==> config.mk <==
export PLATFORM = sky130hd
export DESIGN_NAME = upp_host_port
export DESIGN_NICKNAME = d
export VERILOG_FILES = /design/src/upp_pkg.sv /design/src/upp_host_port.sv
export SDC_FILE = /design/constraint.sdc
export NUM_CORES = 1
export LEC_CHECK = 0
export ABC_AREA = 0
export CAP_MARGIN = 20
export CORE_AREA = 8 8 101 103
export CTS_CLUSTER_DIAMETER = 80
export DETAILED_ROUTE_END_ITERATION = 10
export DIE_AREA = 0 0 109 111
export DONT_BUFFER_PORTS = 1
export SLEW_MARGIN = 10
export SYNTH_ARGS = -nofsm -noshare
export SYNTH_HDL_FRONTEND = slang
export SYNTH_SLANG_ARGS = --single-unit
==> constraint.sdc <==
create_clock -name sys_clk -period 2.5 [get_ports sys_clk]
set_input_delay 0.25 -clock sys_clk [delete_from_list [all_inputs] [get_ports sys_clk]]
set_output_delay 0.25 -clock sys_clk [all_outputs]
set_load 0.02 [all_outputs]
==> src/upp_pkg.sv <==
// Constants and types shared by the UART-style parallel host port
package upp_pkg;
  typedef logic [2:0] upp_addr_t;
  typedef logic [7:0] upp_byte_t;

  // Register addresses; DATA and IER double as divisor bytes
  localparam upp_addr_t UPP_A_DATA = 3'h0;
  localparam upp_addr_t UPP_A_IER = 3'h1;
  localparam upp_addr_t UPP_A_IIR = 3'h2;
  localparam upp_addr_t UPP_A_LCR = 3'h3;
  localparam upp_addr_t UPP_A_MCR = 3'h4;
  localparam upp_addr_t UPP_A_LSR = 3'h5;
  localparam upp_addr_t UPP_A_MSR = 3'h6;
  localparam upp_addr_t UPP_A_SCR = 3'h7;
  localparam upp_addr_t UPP_A_DIV_LO = 3'h0;
  localparam upp_addr_t UPP_A_DIV_HI = 3'h1;

  // Field positions
  localparam int UPP_LCR_DIV_ACCESS = 7;
  localparam int UPP_MCR_AUX_OUT_B = 3;
  localparam int UPP_IER_RX_DATA = 0;
  localparam int UPP_IER_TX_EMPTY = 1;
  localparam int UPP_IER_LINE = 2;
  localparam int UPP_IER_MODEM = 3;
  localparam int UPP_LSR_DR = 0;
  localparam int UPP_LSR_OE = 1;
  localparam int UPP_LSR_PE = 2;
  localparam int UPP_LSR_FE = 3;
  localparam int UPP_LSR_BI = 4;
  localparam int UPP_LSR_THRE = 5;
  localparam int UPP_LSR_TEMT = 6;

  // Interrupt identification codes, highest priority first
  localparam logic [3:0] UPP_IIR_LINE = 4'h6;
  localparam logic [3:0] UPP_IIR_RX = 4'h4;
  localparam logic [3:0] UPP_IIR_TX = 4'h2;
  localparam logic [3:0] UPP_IIR_MODEM = 4'h0;
  localparam logic [3:0] UPP_IIR_NONE = 4'h1;

  // Values after reset
  localparam upp_byte_t UPP_RST_REG = 8'h00;
  localparam upp_byte_t UPP_RST_DATA = 8'h00;
endpackage

==> src/upp_host_port.sv <==
// UART-style parallel host port: host bus decode and register file
// How it works
// RULE_01: Three address lines pick the target register on each host access.
// RULE_02: Divisor access bit changes what addresses zero and one reach.
// RULE_03: Eight data lines with tri-state drive carry data, control and status.
// RULE_04: Bit clear: address 0 is receive/transmit data, 1 is interrupt enable.
// RULE_05: Bit set: addresses 0 and 1 reach divisor low and high bytes.
// RULE_06: Interrupt identification ignores the bit and cannot be written.
// RULE_07: Line status ignores the bit and is read-only.
// RULE_08: Strobes count only while chip select is low.
// RULE_09: Select and read low drive the addressed register onto the bus.
// RULE_10: Reads give status or data; reading the receive buffer consumes it.
// RULE_11: Select and write low load the bus byte into the register.
// RULE_12: Driver disable is low only during a selected read.
// RULE_13: Interrupt output shows pending status, gated by aux output B.
// RULE_14: Line control 3, modem control 4, status 5 and 6, scratch 7.
module upp_host_port (
  input wire logic sys_clk,
  input wire logic reset_n,
  input wire upp_pkg::upp_addr_t host_addr_lines,
  input wire upp_pkg::upp_byte_t host_data_in,
  output upp_pkg::upp_byte_t host_data_out,
  output logic host_data_oe,
  input wire logic host_select_n,
  input wire logic host_read_n,
  input wire logic host_write_n,
  output logic bus_driver_disable,
  output logic host_irq,
  input wire upp_pkg::upp_byte_t rx_byte,
  input wire logic rx_byte_valid,
  input wire logic [2:0] rx_error,
  output upp_pkg::upp_byte_t tx_byte,
  output logic tx_byte_valid,
  input wire logic tx_byte_taken,
  input wire logic tx_idle,
  input wire logic [3:0] modem_lines,
  output upp_pkg::upp_byte_t line_control,
  output upp_pkg::upp_byte_t modem_control,
  output logic [15:0] baud_divisor
);
  import upp_pkg::*;

  logic rd_act_ff;
  logic wr_act_ff;
  upp_byte_t rbr_ff;
  upp_byte_t thr_ff;
  upp_byte_t ier_ff;
  upp_byte_t lcr_ff;
  upp_byte_t mcr_ff;
  upp_byte_t scr_ff;
  upp_byte_t dll_ff;
  upp_byte_t dlm_ff;
  logic dr_ff;
  logic [3:0] lerr_ff;
  logic thr_full_ff;
  logic thre_irq_ff;
  logic [3:0] msr_d_ff;
  logic [3:0] lines_ff;
  upp_byte_t dout_ff;
  logic oe_ff;
  logic dis_ff;
  logic irq_ff;
  logic txv_ff;

  // Strobes are qualified by chip select
  wire rd_act = !host_select_n && !host_read_n; // RULE_08 RULE_09
  wire wr_act = !host_select_n && !host_write_n; // RULE_08 RULE_11
  // Side effects fire once per access, on its first cycle
  wire rd_start = rd_act && !rd_act_ff;
  wire wr_start = wr_act && !wr_act_ff;

  wire divisor_access_bit = lcr_ff[UPP_LCR_DIV_ACCESS];
  wire [2:0] a = host_addr_lines; // RULE_01

  wire sel_data = (a == UPP_A_DATA) && !divisor_access_bit; // RULE_02 RULE_04
  wire sel_ier = (a == UPP_A_IER) && !divisor_access_bit; // RULE_04
  wire sel_dll = (a == UPP_A_DIV_LO) && divisor_access_bit; // RULE_05
  wire sel_dlm = (a == UPP_A_DIV_HI) && divisor_access_bit; // RULE_05
  wire sel_iir = (a == UPP_A_IIR); // RULE_06
  wire sel_lcr = (a == UPP_A_LCR); // RULE_14
  wire sel_mcr = (a == UPP_A_MCR); // RULE_14
  wire sel_lsr = (a == UPP_A_LSR); // RULE_07
  wire sel_msr = (a == UPP_A_MSR); // RULE_14
  wire sel_scr = (a == UPP_A_SCR); // RULE_14

  // IIR and LSR have no write enable at all
  wire we_thr = wr_start && sel_data; // RULE_11
  wire we_ier = wr_start && sel_ier;
  wire we_lcr = wr_start && sel_lcr;
  wire we_mcr = wr_start && sel_mcr;
  wire we_scr = wr_start && sel_scr;
  wire we_dll = wr_start && sel_dll;
  wire we_dlm = wr_start && sel_dlm;

  wire rd_rbr = rd_start && sel_data; // RULE_10
  wire rd_iir = rd_start && sel_iir;
  wire rd_lsr = rd_start && sel_lsr;
  wire rd_msr = rd_start && sel_msr;

  // Line status word
  wire thre = !thr_full_ff;
  wire [7:0] lsr = {1'b0, thre && tx_idle, thre, lerr_ff, dr_ff};
  wire [7:0] msr = {lines_ff, msr_d_ff};

  // Interrupt sources after enable masking
  wire src_line = ier_ff[UPP_IER_LINE] && (|lerr_ff);
  wire src_rx = ier_ff[UPP_IER_RX_DATA] && dr_ff;
  wire src_tx = ier_ff[UPP_IER_TX_EMPTY] && thre_irq_ff;
  wire src_modem = ier_ff[UPP_IER_MODEM] && (|msr_d_ff);
  wire [3:0] iir_code = src_line ? UPP_IIR_LINE :
                        src_rx ? UPP_IIR_RX :
                        src_tx ? UPP_IIR_TX :
                        src_modem ? UPP_IIR_MODEM : UPP_IIR_NONE;
  wire [7:0] iir = {4'h0, iir_code};
  wire irq_pend = !iir_code[0];

  // Read mux; high nibble of IER reads zero
  wire [7:0] rd_mux = sel_data ? rbr_ff : // RULE_04 RULE_10
                      sel_ier ? {4'h0, ier_ff[3:0]} :
                      sel_dll ? dll_ff : // RULE_05
                      sel_dlm ? dlm_ff :
                      sel_iir ? iir : // RULE_06
                      sel_lcr ? lcr_ff :
                      sel_mcr ? mcr_ff :
                      sel_lsr ? lsr : // RULE_07
                      sel_msr ? msr : scr_ff;

  // Clearing IIR on read only drops the transmit-empty source
  wire tx_irq_clr = we_thr || (rd_iir && (iir_code == UPP_IIR_TX));

  // Modem line change detection; ring reports its trailing edge
  wire [3:0] line_delta = {1'b0, 3'h0} | {
    lines_ff[3] ^ modem_lines[3],
    lines_ff[2] && !modem_lines[2],
    lines_ff[1] ^ modem_lines[1],
    lines_ff[0] ^ modem_lines[0]};

  wire [3:0] nxt_lerr = (rd_lsr ? 4'h0 : lerr_ff) |
    (rx_byte_valid ? {rx_error[2:0], dr_ff && !rd_rbr} : 4'h0);
  wire [3:0] nxt_msr_d = (rd_msr ? 4'h0 : msr_d_ff) | line_delta;

  // Bus handshake state and the pin-facing flip-flops
  always_ff @(posedge sys_clk or negedge reset_n) begin
    if (!reset_n) begin
      rd_act_ff <= 1'b0;
      wr_act_ff <= 1'b0;
      dout_ff <= UPP_RST_DATA;
      oe_ff <= 1'b0;
      dis_ff <= 1'b1;
      irq_ff <= 1'b0;
    end else begin
      rd_act_ff <= rd_act;
      wr_act_ff <= wr_act;
      // Value caught at read start stays put for the whole strobe
      if (rd_start) begin
        dout_ff <= rd_mux; // RULE_09 RULE_10
      end
      oe_ff <= rd_act; // RULE_03 RULE_09
      // Inputs are sampled, so the disable trails the strobe by one cycle at both ends
      dis_ff <= !rd_act; // RULE_12
      irq_ff <= irq_pend && mcr_ff[UPP_MCR_AUX_OUT_B]; // RULE_13
    end
  end

  // Host-writable registers; unused bits are held at zero
  wire [7:0] nxt_ier = we_ier ? {4'h0, host_data_in[3:0]} : ier_ff;
  wire [7:0] nxt_lcr = we_lcr ? host_data_in : lcr_ff; // RULE_11
  wire [7:0] nxt_mcr = we_mcr ? {3'h0, host_data_in[4:0]} : mcr_ff;
  wire [7:0] nxt_scr = we_scr ? host_data_in : scr_ff;
  wire [7:0] nxt_dll = we_dll ? host_data_in : dll_ff; // RULE_05
  wire [7:0] nxt_dlm = we_dlm ? host_data_in : dlm_ff; // RULE_05
  wire [7:0] nxt_thr = we_thr ? host_data_in : thr_ff; // RULE_04
  // Receive side: a new byte sets data ready, beating a same-cycle read
  wire [7:0] nxt_rbr = rx_byte_valid ? rx_byte : rbr_ff;
  wire nxt_dr = rx_byte_valid || (dr_ff && !rd_rbr); // RULE_10
  // Transmit side: a fresh write keeps the register full over a same-cycle take
  wire nxt_thr_full = we_thr || (thr_full_ff && !tx_byte_taken);
  // Emptying event wins over the IIR-read clear but not over a same-cycle THR write
  wire nxt_thre_irq = (thr_full_ff && tx_byte_taken && !we_thr) ||
                      (thre_irq_ff && !tx_irq_clr);

  // One short process per flop keeps each reset value beside its register
  always_ff @(posedge sys_clk or negedge reset_n) begin
    if (!reset_n) begin
      ier_ff <= UPP_RST_REG;
    end else begin
      ier_ff <= nxt_ier;
    end
  end

  always_ff @(posedge sys_clk or negedge reset_n) begin
    if (!reset_n) begin
      lcr_ff <= UPP_RST_REG;
    end else begin
      lcr_ff <= nxt_lcr; // RULE_11
    end
  end

  always_ff @(posedge sys_clk or negedge reset_n) begin
    if (!reset_n) begin
      mcr_ff <= UPP_RST_REG;
    end else begin
      mcr_ff <= nxt_mcr;
    end
  end

  always_ff @(posedge sys_clk or negedge reset_n) begin
    if (!reset_n) begin
      scr_ff <= UPP_RST_REG;
    end else begin
      scr_ff <= nxt_scr;
    end
  end

  always_ff @(posedge sys_clk or negedge reset_n) begin
    if (!reset_n) begin
      dll_ff <= UPP_RST_REG;
    end else begin
      dll_ff <= nxt_dll; // RULE_05
    end
  end

  always_ff @(posedge sys_clk or negedge reset_n) begin
    if (!reset_n) begin
      dlm_ff <= UPP_RST_REG;
    end else begin
      dlm_ff <= nxt_dlm; // RULE_05
    end
  end

  always_ff @(posedge sys_clk or negedge reset_n) begin
    if (!reset_n) begin
      thr_ff <= UPP_RST_REG;
    end else begin
      thr_ff <= nxt_thr; // RULE_04
    end
  end

  always_ff @(posedge sys_clk or negedge reset_n) begin
    if (!reset_n) begin
      rbr_ff <= UPP_RST_DATA;
    end else begin
      rbr_ff <= nxt_rbr;
    end
  end

  always_ff @(posedge sys_clk or negedge reset_n) begin
    if (!reset_n) begin
      dr_ff <= 1'b0;
    end else begin
      dr_ff <= nxt_dr; // RULE_10
    end
  end

  always_ff @(posedge sys_clk or negedge reset_n) begin
    if (!reset_n) begin
      lerr_ff <= 4'h0;
    end else begin
      lerr_ff <= nxt_lerr; // RULE_07
    end
  end

  always_ff @(posedge sys_clk or negedge reset_n) begin
    if (!reset_n) begin
      txv_ff <= 1'b0;
    end else begin
      txv_ff <= we_thr;
    end
  end

  always_ff @(posedge sys_clk or negedge reset_n) begin
    if (!reset_n) begin
      thr_full_ff <= 1'b0;
    end else begin
      thr_full_ff <= nxt_thr_full;
    end
  end

  always_ff @(posedge sys_clk or negedge reset_n) begin
    if (!reset_n) begin
      thre_irq_ff <= 1'b1;
    end else begin
      thre_irq_ff <= nxt_thre_irq;
    end
  end

  // Modem status lines and their change flags
  always_ff @(posedge sys_clk or negedge reset_n) begin
    if (!reset_n) begin
      lines_ff <= 4'h0;
      msr_d_ff <= 4'h0;
    end else begin
      lines_ff <= modem_lines;
      msr_d_ff <= nxt_msr_d;
    end
  end

  assign host_data_out = dout_ff;
  assign host_data_oe = oe_ff;
  assign bus_driver_disable = dis_ff;
  assign host_irq = irq_ff;
  assign tx_byte = thr_ff;
  assign tx_byte_valid = txv_ff;
  assign line_control = lcr_ff;
  assign modem_control = mcr_ff;
  assign baud_divisor = {dlm_ff, dll_ff};
endmodule // upp_host_port

==> flow_metrics.tcl <==
set metrics [dict create \
    outcome "finished clean" \
    relSlewSlack_pct 60.7 \
    clk_pin_slew_worst_paths_ps 90 \
    die-width_um 109 \
    slowest_stage "o41ai_1" \
    ir_drop_mv 0.400 \
    pre_cts_ws_ps 487 \
    async_flop_share_pct 100 \
    postRouteWirelength_um 11000 \
    tns_ps 0 \
    grt_pass1_wl_um 17000 \
    cts.repair.resized 0 \
    path_cells "o41ai_1 > a21boi_0 > a31o_2 > o31ai_1 > a22o_1" \
    syn_avg_cell_area_um2 12.2 \
    wire_per_inst_um 24.4 \
    worstPathMaxFanout 3 \
    grt_max_degree 86 \
    num_vias 2698 \
    synth.most_common_cell "dfrtp_1" \
    slowest_delay_ps 490 \
    critPathLaunchType "flop" \
    rsz0062_at_grt "no" \
    instances_no_fill 450 \
    powerDensity_nw_per_um2 806 \
    cts_max_level 3 \
    setup_viol 0 \
    synth_flop_cell "dfrtp_1" \
    yosysTopAreaCellShare_pct 52.3 \
    crit_path_end_kind "flop" \
    cts_tree "done" \
    synthTopCellsByArea "dfrtp_1 (52%), mux2_2 (15%), mux2i_1 (2.5%), mux4_2 (2.3%), a21oi_1 (2.1%)" \
    hold_viol_final 0 \
    finalClockSkew_ps 12.6 \
    grt_antenna_before_repair 0 \
    vias_per_cell 6.00 \
    yosysWarnings 0 \
    switching_power_uw 1170 \
    grt-ovfl-total 0 \
    critPathKind "flop to flop" \
    areaGrowthSynthToFinish_pct 10.6 \
    fin_nets 371 \
    die_height_um 111 \
    root_buffer "clkbuf_8" \
    grt_pass1_vias 2783 \
    internal_power_uw 2370 \
    io_buffer_count 0 \
    syn_area_um2 3980 \
    worst_pin_slew_ps 585 \
    cts_buffer_depth 2 \
    required_ps 2750 \
    clock-sinks 85 \
    drive_gt1_share_pct 28.9 \
    holdCritPathClass "input port to flop" \
    numCtsBuffers 9 \
    gp_congestion 0.897 \
    power_frac_seq_pct 56.6 \
    core_area_um2 8550 \
    initialDrtViolationCount 189 \
    fin_crit_ps 2040 \
    yosysTopAreaCell "dfrtp_1" \
    ys_seq_area_share_pct 53.6 \
    dp_cells 423 \
    slew_viol_final 0 \
    ant_nets 0 \
    drc_errors 0 \
    grt.total_usage_pct 18.6 \
    switching_share_pct 33.1 \
    diodes 0 \
    max-cap-violations 0 \
    period_share_pct 81.7 \
    synthTopCellsByCount "dfrtp_1 (83), mux2_2 (53), nand2_1 (19)" \
    layout_setup_ws_ps 458 \
    dieArea_um2 12100 \
    syn_inst 326 \
    clk_latency_ps 360 \
    ioPinCount 86 \
    max_freq_ghz 0.490 \
    leakagePower_uw 0.00190 \
    synth_seq_cells 85 \
    start_util_pct 46.5 \
    p_clk_share_pct 27.7 \
    combPwrFrac_pct 15.7 \
    num_rows 34 \
    synth-edff-count 0 \
    yosysUniqueCellTypes 51 \
    arrival_ps 2290 \
    hpwl_um 7770 \
    dr.pass1.iters 4 \
]
## power by group through the flow
stage / combinational [µW] / sequential, µW / clock [µW]
2_1_floorplan: 440 / 1950 / 0
5_1_grt: 611 / 2050 / 1060
4_1_cts: 559 / 2010 / 999
6_report: 558 / 2010 / 982
3_3_place_gp: 498 / 2030 / 0
3_5_place_dp: 508 / 2040 / 0
## flip-flops by register name, indices dropped and copies added, names as in the netlist, 4 cells and up
register       count
lines_ff           4
tx_byte            8
dll_ff             8
line_control       8
rbr_ff             8
scr_ff             8
modem_control      5
host_data_out      8
ier_ff             4
dlm_ff             8
msr_d_ff           4
lerr_ff            4
## cell usage in the layout, fill, tap and decap left out, types with 2 or more instances in the layout
| master | instances |
|---|---|
| dfrtp_1 | 83 |
| mux2_2 | 53 |
| nand2_1 | 19 |
| a21oi_1 | 17 |
| nor2_1 | 16 |
| o21ai_0 | 10 |
| mux2i_1 | 10 |
| dlygate4sd3_1 | 10 |
| inv_1 | 9 |
| clkbuf_8 | 9 |
| a31oi_1 | 8 |
| buf_4 | 8 |
| nand3_1 | 7 |
| nor3_1 | 5 |
| a22o_1 | 4 |
| mux4_2 | 4 |
| mux2_4 | 4 |
| nor3_2 | 3 |
| nand4_1 | 3 |
| xnor2_1 | 3 |
| nand2b_1 | 3 |
| a21o_1 | 3 |
| nor2b_1 | 3 |
| o31ai_1 | 3 |
| o21a_1 | 3 |
| conb_1 | 3 |
| clkinvlp_4 | 3 |
| or2_2 | 2 |
| nor4_4 | 2 |
| o41ai_1 | 2 |
| a31o_2 | 2 |
| o211ai_1 | 2 |
| o2111ai_1 | 2 |
| o22ai_1 | 2 |
| dfstp_2 | 2 |
## final cells by class
type	instances	area, µm²
Clock buffer	9	124
Clock inverter	7	75.1
Fill cell	779	4150
Inverter	9	33.8
Multi-Input combinational cell	213	1710
Sequential cell	85	2130
Tap cell	108	135
Timing Repair Buffer	19	188
## critical path: cells and delay by family (launching register included)
family          cells  cell delay, ps
flops               1             450
compound gates      5            1490
## metrics by stage
step	total power (µW)	cell area (µm²)	util, %	hold WS, ps
after floorplan	2390	3980	-	-45.6
after global placement	2530	4070	47.6	-41.4
after detailed placement	2550	4070	47.6	-40.3
after CTS	3570	4400	51.4	2.04
after global routing	3720	4400	51.4	1.98
final	3550	4400	51.4	12.3
## worst paths after layout
| kind | start | end | slack (ps) | cells past startpoint |
|---|---|---|---|---|
| max in group asynchronous | reset_n | scr_ff[3] | 1670 | 2 |
| max reg2reg | lerr_ff[3] | host_data_out[2] | 460 | 5 |
| min | modem_lines[1] | msr_d_ff[1] | 10 | 2 |
| min reg2reg | scr_ff[4] | scr_ff[4] | 510 | 1 |
| max | lerr_ff[3] | host_data_out[2] | 460 | 5 |
| min in group asynchronous | reset_n | dlm_ff[1] | 440 | 2 |
## timing repair
action,4_1_cts,5_1_grt
hold buffers,11,0
setup buffers,0,0
endpoints found under the hold margin,94,0
## per-layer routing
metal | part of all wire, % | GRT usage [%] | up-vias
met5 | 0 | 0 | -
met4 | 1.3 | 5.84 | 0
met3 | 9.3 | 6.40 | 13
met2 | 45 | 26.9 | 104
met1 | 45 | 25.5 | 1375
li1 | - | - | 1206
## logic make-up (layout without fill, tap and decap cells)
logic type      after synthesis  count (layout)  synth area share, %
compound gates               68              68                 11.5
xor+xnor                      3               3                0.661
buf+inv                      30              44                 3.65
flops                        85              85                 53.6
mux                          71              71                 21.3
other cells                   1               3               0.0943
simple gates                 68              68                 9.19
(Power assumes the default switching activity.)
